[src/verilog/eamc_pkg.sv]
// Package of constants and types for the energy accumulation mode configuration bank
package eamc_pkg;

   // ----------------------------------------------------------------
   // Register map: printed offsets are indices, byte address is 4x
   // ----------------------------------------------------------------
   localparam logic [7:0] IDX_ACCUM_MODE  = 8'h0F;
   localparam logic [7:0] IDX_CHAN_GAIN   = 8'h1B;
   localparam logic [7:0] IDX_CAL_MODE    = 8'h3D;
   localparam logic [7:0] IDX_IRQ_STATUS  = 8'h40;
   localparam logic [7:0] IDX_IRQ_MASK    = 8'h41;
   localparam int         ADDR_W          = 10;

   // ----------------------------------------------------------------
   // Field positions
   // ----------------------------------------------------------------
   localparam int BIT_TAMPER_CH    = 7;
   localparam int BIT_FAULT_EDGE   = 6;
   localparam int BIT_REACT_EDGE   = 5;
   localparam int BIT_ACTIVE_EDGE  = 4;
   localparam int BIT_REACT_ABS    = 3;
   localparam int BIT_SIGN_STEER   = 2;
   localparam int BIT_POS_ONLY     = 1;
   localparam int BIT_ACTIVE_ABS   = 0;
   localparam int BIT_SIGN_PLACE   = 3;
   localparam int BIT_V_SHORT      = 3;
   localparam int BIT_I_SHORT      = 2;
   localparam int BIT_IRQ_FAULT    = 5;
   localparam int BIT_IRQ_REACT    = 4;
   localparam int BIT_IRQ_ACTIVE   = 3;

   // ----------------------------------------------------------------
   // Reset values and writable masks
   // ----------------------------------------------------------------
   localparam logic [7:0] RST_ACCUM_MODE  = 8'h00;
   localparam logic [7:0] RST_CHAN_GAIN   = 8'h00;
   localparam logic [7:0] RST_CAL_MODE    = 8'h00;
   localparam logic [7:0] RST_IRQ_MASK    = 8'h00;
   localparam logic [7:0] WMASK_ACCUM     = 8'h7F;
   localparam logic [7:0] WMASK_GAIN      = 8'hEF;
   localparam logic [7:0] WMASK_CAL       = 8'hFF;
   localparam logic [7:0] WMASK_IRQ       = 8'h38;
   localparam logic [2:0] GAIN_MAX_CODE   = 3'h4;

   // ----------------------------------------------------------------
   // Enumerations
   // ----------------------------------------------------------------
   typedef enum logic [1:0] {
      EAMC_CH_AUTO0 = 2'h0,
      EAMC_CH_A     = 2'h1,
      EAMC_CH_B     = 2'h2,
      EAMC_CH_AUTO3 = 2'h3
   } eamc_chan_sel_t;

   typedef enum logic [1:0] {
      EAMC_ACC_PASS = 2'h0,
      EAMC_ACC_ABS  = 2'h1,
      EAMC_ACC_POS  = 2'h3,
      EAMC_ACC_NEG  = 2'h2
   } eamc_acc_op_t;

   // ----------------------------------------------------------------
   // Carriers
   // ----------------------------------------------------------------
   typedef struct packed {
      logic [ADDR_W-1:0] paddr;
      logic              psel;
      logic              penable;
      logic              pwrite;
      logic [31:0]       pwdata;
   } eamc_apb_req_t;

   typedef struct packed {
      logic        active_neg;
      logic        react_neg;
      logic        fault_mode;
      logic        active_pulse;
      logic        react_pulse;
      logic        tamper_ch_b;
   } eamc_meter_in_t;

   typedef struct packed {
      eamc_acc_op_t active_op;
      eamc_acc_op_t react_op;
      logic [2:0]   voltage_gain;
      logic [2:0]   current_gain;
      logic         sign_on_pulse;
      logic         use_input_b;
      logic         voltage_short;
      logic         current_short;
   } eamc_ctrl_t;

endpackage : eamc_pkg

[src/verilog/eamc_regs.sv]
// Configuration register bank with sign and fault event interrupts
//
// Decided for this implementation: register access over APB.
`timescale 1ns/1ps
`default_nettype none
module eamc_regs (
   // Clock and reset
   input  wire logic                  sys_clk_i,
   input  wire logic                  rst_b_i,
   // APB slave
   input  wire eamc_pkg::eamc_apb_req_t apb_i,
   output logic [31:0]                prdata_o,
   output logic                       pready_o,
   output logic                       pslverr_o,
   // Metering core status
   input  wire eamc_pkg::eamc_meter_in_t meter_i,
   // Metering core control
   output eamc_pkg::eamc_ctrl_t       ctrl_o,
   // Interrupt
   output logic                       irq_o
);

   // ----------------------------------------------------------------
   // State
   // ----------------------------------------------------------------
   typedef struct packed {
      logic [7:0]          accum_mode;
      logic [7:0]          chan_gain;
      logic [7:0]          cal_mode;
      logic [7:0]          irq_status;
      logic [7:0]          irq_mask;
      logic                prev_active_neg;
      logic                prev_react_neg;
      logic                prev_fault;
      logic                sign_valid;
      logic [31:0]         prdata;
      logic                pready;
      logic                pslverr;
      eamc_pkg::eamc_ctrl_t ctrl;
      logic                irq;
   } eamc_state_t;

   eamc_state_t st;
   eamc_state_t next_st;

   // Register index from a byte address; low bits must be zero
   function automatic logic [7:0] eamc_index(input logic [eamc_pkg::ADDR_W-1:0] a);
      eamc_index = a[eamc_pkg::ADDR_W-1:2];
   endfunction : eamc_index

   // Edge select: 0 picks a rise of the flag, 1 a fall
   function automatic logic eamc_edge(input logic sel, input logic prev, input logic now);
      eamc_edge = sel ? (prev & ~now) : (~prev & now);
   endfunction : eamc_edge

   // Unsupported gain codes are clamped so the datapath never sees them
   function automatic logic [2:0] eamc_gain(input logic [2:0] code);
      eamc_gain = (code > eamc_pkg::GAIN_MAX_CODE) ? eamc_pkg::GAIN_MAX_CODE : code;
   endfunction : eamc_gain

   // ----------------------------------------------------------------
   // Next-state logic
   // ----------------------------------------------------------------
   always_comb begin
      logic       acc;
      logic       rd;
      logic       hit;
      logic [7:0] idx;
      logic [7:0] rval;
      logic       act_sample;
      logic       rct_sample;
      logic [7:0] events;
      acc        = 1'b0;
      rd         = 1'b0;
      hit        = 1'b0;
      idx        = 8'h00;
      rval       = 8'h00;
      act_sample = 1'b0;
      rct_sample = 1'b0;
      events     = 8'h00;
      next_st    = st;

      // Access phase answered in one cycle; pready pulses for it
      acc = apb_i.psel & apb_i.penable & ~st.pready;
      idx = eamc_index(apb_i.paddr);
      hit = (apb_i.paddr[1:0] == 2'h0) &&
            (idx == eamc_pkg::IDX_ACCUM_MODE || idx == eamc_pkg::IDX_CHAN_GAIN ||
             idx == eamc_pkg::IDX_CAL_MODE || idx == eamc_pkg::IDX_IRQ_STATUS ||
             idx == eamc_pkg::IDX_IRQ_MASK);
      rd  = acc & ~apb_i.pwrite & hit;

      // Read mux; tamper channel bit is live core state
      case (idx)
         eamc_pkg::IDX_ACCUM_MODE: begin
            rval = st.accum_mode;
            rval[eamc_pkg::BIT_TAMPER_CH] = meter_i.tamper_ch_b;
         end
         eamc_pkg::IDX_CHAN_GAIN:  rval = st.chan_gain;
         eamc_pkg::IDX_CAL_MODE:   rval = st.cal_mode;
         eamc_pkg::IDX_IRQ_STATUS: rval = st.irq_status;
         eamc_pkg::IDX_IRQ_MASK:   rval = st.irq_mask;
         default:                  rval = 8'h00;
      endcase

      next_st.pready  = acc;
      next_st.pslverr = acc & ~hit;
      next_st.prdata  = rd ? {24'h000000, rval} : 32'h00000000;

      // Register writes; reserved bits are held at zero, but cal_mode stores all eight bits
      if (acc && apb_i.pwrite && hit) begin
         case (idx)
            eamc_pkg::IDX_ACCUM_MODE:
               next_st.accum_mode = apb_i.pwdata[7:0] & eamc_pkg::WMASK_ACCUM;
            eamc_pkg::IDX_CHAN_GAIN:
               next_st.chan_gain = apb_i.pwdata[7:0] & eamc_pkg::WMASK_GAIN;
            eamc_pkg::IDX_CAL_MODE:
               next_st.cal_mode = apb_i.pwdata[7:0] & eamc_pkg::WMASK_CAL;
            eamc_pkg::IDX_IRQ_MASK:
               next_st.irq_mask = apb_i.pwdata[7:0] & eamc_pkg::WMASK_IRQ;
            default: next_st.irq_mask = st.irq_mask;
         endcase
      end

      // Sign sampling point: filtered signal or per output pulse
      act_sample = st.chan_gain[eamc_pkg::BIT_SIGN_PLACE] ? meter_i.active_pulse : 1'b1;
      rct_sample = st.chan_gain[eamc_pkg::BIT_SIGN_PLACE] ? meter_i.react_pulse : 1'b1;
      if (act_sample) begin
         next_st.prev_active_neg = meter_i.active_neg;
      end
      if (rct_sample) begin
         next_st.prev_react_neg = meter_i.react_neg;
      end
      next_st.prev_fault = meter_i.fault_mode;
      next_st.sign_valid = 1'b1;

      // Edge events; first cycle after reset only primes history
      if (st.sign_valid) begin
         events[eamc_pkg::BIT_IRQ_ACTIVE] = act_sample &
            eamc_edge(st.accum_mode[eamc_pkg::BIT_ACTIVE_EDGE],
                      st.prev_active_neg, meter_i.active_neg);
         events[eamc_pkg::BIT_IRQ_REACT] = rct_sample &
            eamc_edge(st.accum_mode[eamc_pkg::BIT_REACT_EDGE],
                      st.prev_react_neg, meter_i.react_neg);
         events[eamc_pkg::BIT_IRQ_FAULT] =
            eamc_edge(st.accum_mode[eamc_pkg::BIT_FAULT_EDGE],
                      st.prev_fault, meter_i.fault_mode);
      end

      // Read clears status; a new event in the same cycle wins
      if (rd && idx == eamc_pkg::IDX_IRQ_STATUS) begin
         next_st.irq_status = events;
      end else begin
         next_st.irq_status = st.irq_status | events;
      end
      next_st.irq = |(next_st.irq_status & next_st.irq_mask);

      // Reactive accumulation operation
      if (next_st.accum_mode[eamc_pkg::BIT_REACT_ABS]) begin
         next_st.ctrl.react_op = eamc_pkg::EAMC_ACC_ABS;
      end else if (next_st.accum_mode[eamc_pkg::BIT_SIGN_STEER]) begin
         next_st.ctrl.react_op = meter_i.active_neg ? eamc_pkg::EAMC_ACC_NEG
                                                    : eamc_pkg::EAMC_ACC_PASS;
      end else begin
         next_st.ctrl.react_op = eamc_pkg::EAMC_ACC_PASS;
      end

      // Active accumulation: absolute wins over positive-only
      if (next_st.accum_mode[eamc_pkg::BIT_ACTIVE_ABS]) begin
         next_st.ctrl.active_op = eamc_pkg::EAMC_ACC_ABS;
      end else if (next_st.accum_mode[eamc_pkg::BIT_POS_ONLY]) begin
         next_st.ctrl.active_op = eamc_pkg::EAMC_ACC_POS;
      end else begin
         next_st.ctrl.active_op = eamc_pkg::EAMC_ACC_PASS;
      end

      // Gains, channel selection and input shorts
      next_st.ctrl.voltage_gain  = eamc_gain(next_st.chan_gain[7:5]);
      next_st.ctrl.current_gain  = eamc_gain(next_st.chan_gain[2:0]);
      next_st.ctrl.sign_on_pulse = next_st.chan_gain[eamc_pkg::BIT_SIGN_PLACE];
      case (eamc_pkg::eamc_chan_sel_t'(next_st.cal_mode[5:4]))
         eamc_pkg::EAMC_CH_A: next_st.ctrl.use_input_b = 1'b0;
         eamc_pkg::EAMC_CH_B: next_st.ctrl.use_input_b = 1'b1;
         default:             next_st.ctrl.use_input_b = meter_i.tamper_ch_b;
      endcase
      next_st.ctrl.voltage_short = next_st.cal_mode[eamc_pkg::BIT_V_SHORT];
      next_st.ctrl.current_short = next_st.cal_mode[eamc_pkg::BIT_I_SHORT];
   end

   // ----------------------------------------------------------------
   // State register
   // ----------------------------------------------------------------
   always_ff @(posedge sys_clk_i or negedge rst_b_i) begin
      if (!rst_b_i) begin
         st            <= '0;
         st.accum_mode <= eamc_pkg::RST_ACCUM_MODE;
         st.chan_gain  <= eamc_pkg::RST_CHAN_GAIN;
         st.cal_mode   <= eamc_pkg::RST_CAL_MODE;
         st.irq_mask   <= eamc_pkg::RST_IRQ_MASK;
      end else begin
         st <= next_st;
      end
   end

   // Outputs straight from flip-flops
   assign prdata_o  = st.prdata;
   assign pready_o  = st.pready;
   assign pslverr_o = st.pslverr;
   assign ctrl_o    = st.ctrl;
   assign irq_o     = st.irq;

endmodule : eamc_regs
`default_nettype wire

[config.mk]
export PLATFORM = sky130hd
export DESIGN_NAME = eamc_regs
export DESIGN_NICKNAME = d
export VERILOG_FILES = /design/src/verilog/eamc_pkg.sv /design/src/verilog/eamc_regs.sv
export SDC_FILE = /design/constraint.sdc
export NUM_CORES = 1
export LEC_CHECK = 0
export BUFFER_PORTS_ARGS = -buffer_cell sky130_fd_sc_hd__clkbuf_2
export CAP_MARGIN = 20
export CORE_MARGIN = 10
export CORE_UTILIZATION = 46
export CTS_CLUSTER_DIAMETER = 60
export CTS_CLUSTER_SIZE = 30
export DETAILED_ROUTE_END_ITERATION = 7
export PLACE_DENSITY = 0.87
export SLEW_MARGIN = 20
export SYNTH_ARGS = -nofsm -noshare
export SYNTH_HDL_FRONTEND = slang
export SYNTH_SLANG_ARGS = --single-unit
[constraint.sdc]
create_clock -name sys_clk_i -period 1.8 [get_ports sys_clk_i]
set_input_delay 0.09 -clock sys_clk_i [delete_from_list [all_inputs] [get_ports sys_clk_i]]
set_output_delay 0.09 -clock sys_clk_i [all_outputs]
set_load 0.05 [all_outputs]
==> impl_results.md <==
* Port buffer count at 53
* Share of post-route cells with drive strength above 1 at 0.433
* Clk sinks at 61
* Fmax at 559 MHz
* First-pass GRT wire length at 11,400 um
* RSZ-0062 raised after global routing: true
* Crit path launch type: flip-flop
* Fin crit share at 0.994
* Routed WL per cell at around 18 um
* Synth Instances at roughly 260
* Post-synthesis sequential area ratio at 0.494
* Max FO, Critical Path at 4
* Netlist cell types at 46
* Initial core utilization at 0.481
* R2R setup slack at 10 ps
* Final setup TNS at 0 ps
* Final Hold Vio Count at 0
* Final Setup Violations at 0
* Max cap viols at 0
* Critical path capture point type: flip-flop
* Initial antenna violation count at 0
* P_leak at 1.81 nW
* Die Area at 10,400 um2
* Top-Level Pins at around 100
* Clock skew at around 8.5 ps
* Clk buf depth at 2
* Pin count of the biggest net entering global routing at 62
* Remaining Overflow, GRT at 0
* Placed insts at 382
* Critical Path AT at 2010 ps
* Largest cells by area after synthesis: dfrtp_1, buf_4, mux2_2
* List of most frequent post-synthesis cells: dfrtp_1, buf_4, mux2_2
* Hpwl dp at 5480 um
* First drt pass iteration count at 5
* Htree depth at 3
* Nets at 377
* Synth warn at 0
* Synth async-reset ratio at 1.00
* Number of DRC markers in iteration 0 at 189
* Minimum clock period at 1790 ps
* Clock latency on the worst-skew pair at 340 ps
* Cell accounting for the most synthesized area: dfrtp_1
* Syn Std Cell Area at 3090 um2
* Outcome: completed
* Top-area cell type share of the netlist area at 0.494
* Clock Pin Slew Worst Setup and Hold Paths at 70 ps
* Number of synthesized flops with an enable pin at 0
* Final Non-Filler Cells at 405
* Final WL at roughly 7300 um
* Worst endpoint required time at 2030 ps
* TritonCTS clock tree: yes
* DR vias at 2,175
* All-Layer GR Usage at 0.141
* Post-DR vias/cell at 5.37
* Root Buffer: clkbuf_8
* #FFs+latches synth at between 60 and 70
* VDD IR max at 0.396 mV
* N_diodes at 0
* Drt drc at 0
* Final Slew Violations at 0
* TritonCTS buffer count at 9
* Die Wd at 102 um
* Area delta synth->final at 17.3%
* Routed Antenna Nets at 0
* Core Region at 6420 um2
* Vias in the first global route at 2,276
* Critical path class: reg -> reg
* Pwr dens at 823 nW/um2
* Avg Synthesized Cell Area at 12.0 um2
* Placer congestion estimate at 0.846
* Die height at 102 um
* Top FF cell, synth: dfrtp_1
* Core Rows at 29
* Cell with the most instances after synthesis: dfrtp_1
* Hold Crit Class: in -> reg
routing by layer:
metal | vias up | GRT usage | share of wire
met3 | 15 | 0.0493 | 0.098
li1 | 995 | - | -
met1 | 1065 | 0.172 | 0.42
met5 | - | 0 | 0
met2 | 100 | 0.217 | 0.47
met4 | 0 | 0.0694 | 0.020
worst max-delay path, cell delays in order (launching register included):
cell and delay [ps]:
dfrtp_2 440, and3b_2 280, nand2_4 80, mux2_4 330, ha_4 270, mux2_4 280
power by group:
group,total (W),internal (W),switching [W]
Combinational,0.000290,0.0000735,0.000217
Sequential,0.00139,0.00138,0.00000802
Clock,0.00130,0.000776,0.000527
Total,0.00298,0.00223,0.000752
placed cells by master, fill, tap and decap left out, types with 2 or more instances in the layout:
master and count:
a21oi_1 7, a222oi_1 9, a22o_1 2, a22oi_1 8
a31oi_1 2, and2_1 7, and2_4 2, and3b_2 2
buf_4 28, bufinv_16 2, clkbuf_2 53, clkbuf_8 9
clkinvlp_4 3, conb_1 25, dfrtp_1 60, dlygate4sd3_1 3
mux2_2 22, mux2_4 4, mux2i_1 2, nand2_1 8
nand2b_1 10, nand3b_1 7, nand4_1 4, nor2_1 6
nor2b_1 5, nor3_1 2, nor4b_1 2, o21ai_0 7
o22ai_1 2
sequential cells by signal, indices dropped and copies added (netlist names):
name,count
ctrl_o,10
irq_o,1
st,40
pready_o,1
prdata_o,8
pslverr_o,1
cell type report:
class / instances / area, um2
multi-input combinational: 165 / 1260
inverter: 1 / 3.75
clock inverter: 6 / 87.6
sequential: 61 / 1530
tap: 77 / 96.3
timing repair buffer: 85 / 526
fill: 543 / 2800
clock buffer: 10 / 128
final timing paths:
| path | from | endpoint | cells past startpoint |
|---|---|---|---|
| setup / recovery | pready_o | ctrl_o[2] | 5 |
| hold / removal | apb_i[34] | pready_o | 3 |
| setup reg to reg | pready_o | ctrl_o[2] | 5 |
| hold reg to reg | st[69] | st[69] | 1 |
| max in group asynchronous | rst_b_i | prdata_o[0] | 3 |
| min in group asynchronous | rst_b_i | st[80] | 3 |
metrics by stage:
step                      utilization  power (W)  area (um2)  setup slack (ps)  hold slack (ps)
after floorplan                     -    0.00162        3210              -128             -206
after global placement          0.520    0.00169        3340             -29.8              124
after detailed placement        0.520    0.00170        3340              -102              124
after CTS                       0.560    0.00301        3600              7.07             2.94
after global routing            0.564    0.00309        3620             -42.2             20.0
final                           0.564    0.00298        3620              11.0             10.6
kinds of logic after synthesis:
group                    share of synthesized area
AO/OA/AOI/OAI                                0.103
XOR/XNOR                                   0.00283
adder cells (fa/ha/maj)                    0.00405
buffers and inverters                        0.139
flip-flops                                   0.494
multiplexers                                 0.107
other                                      0.00243
AND/OR/NAND/NOR                              0.147
repair_timing:
item	4_1_cts	5_1_grt
setup buffers	1	3
hold buffers	3	0
pin swaps	2	5
gates resized for setup	2	1
setup endpoints to repair	1	2
hold endpoints to repair	63	0
cloned	0	0
(Power assumes the default switching activity.)
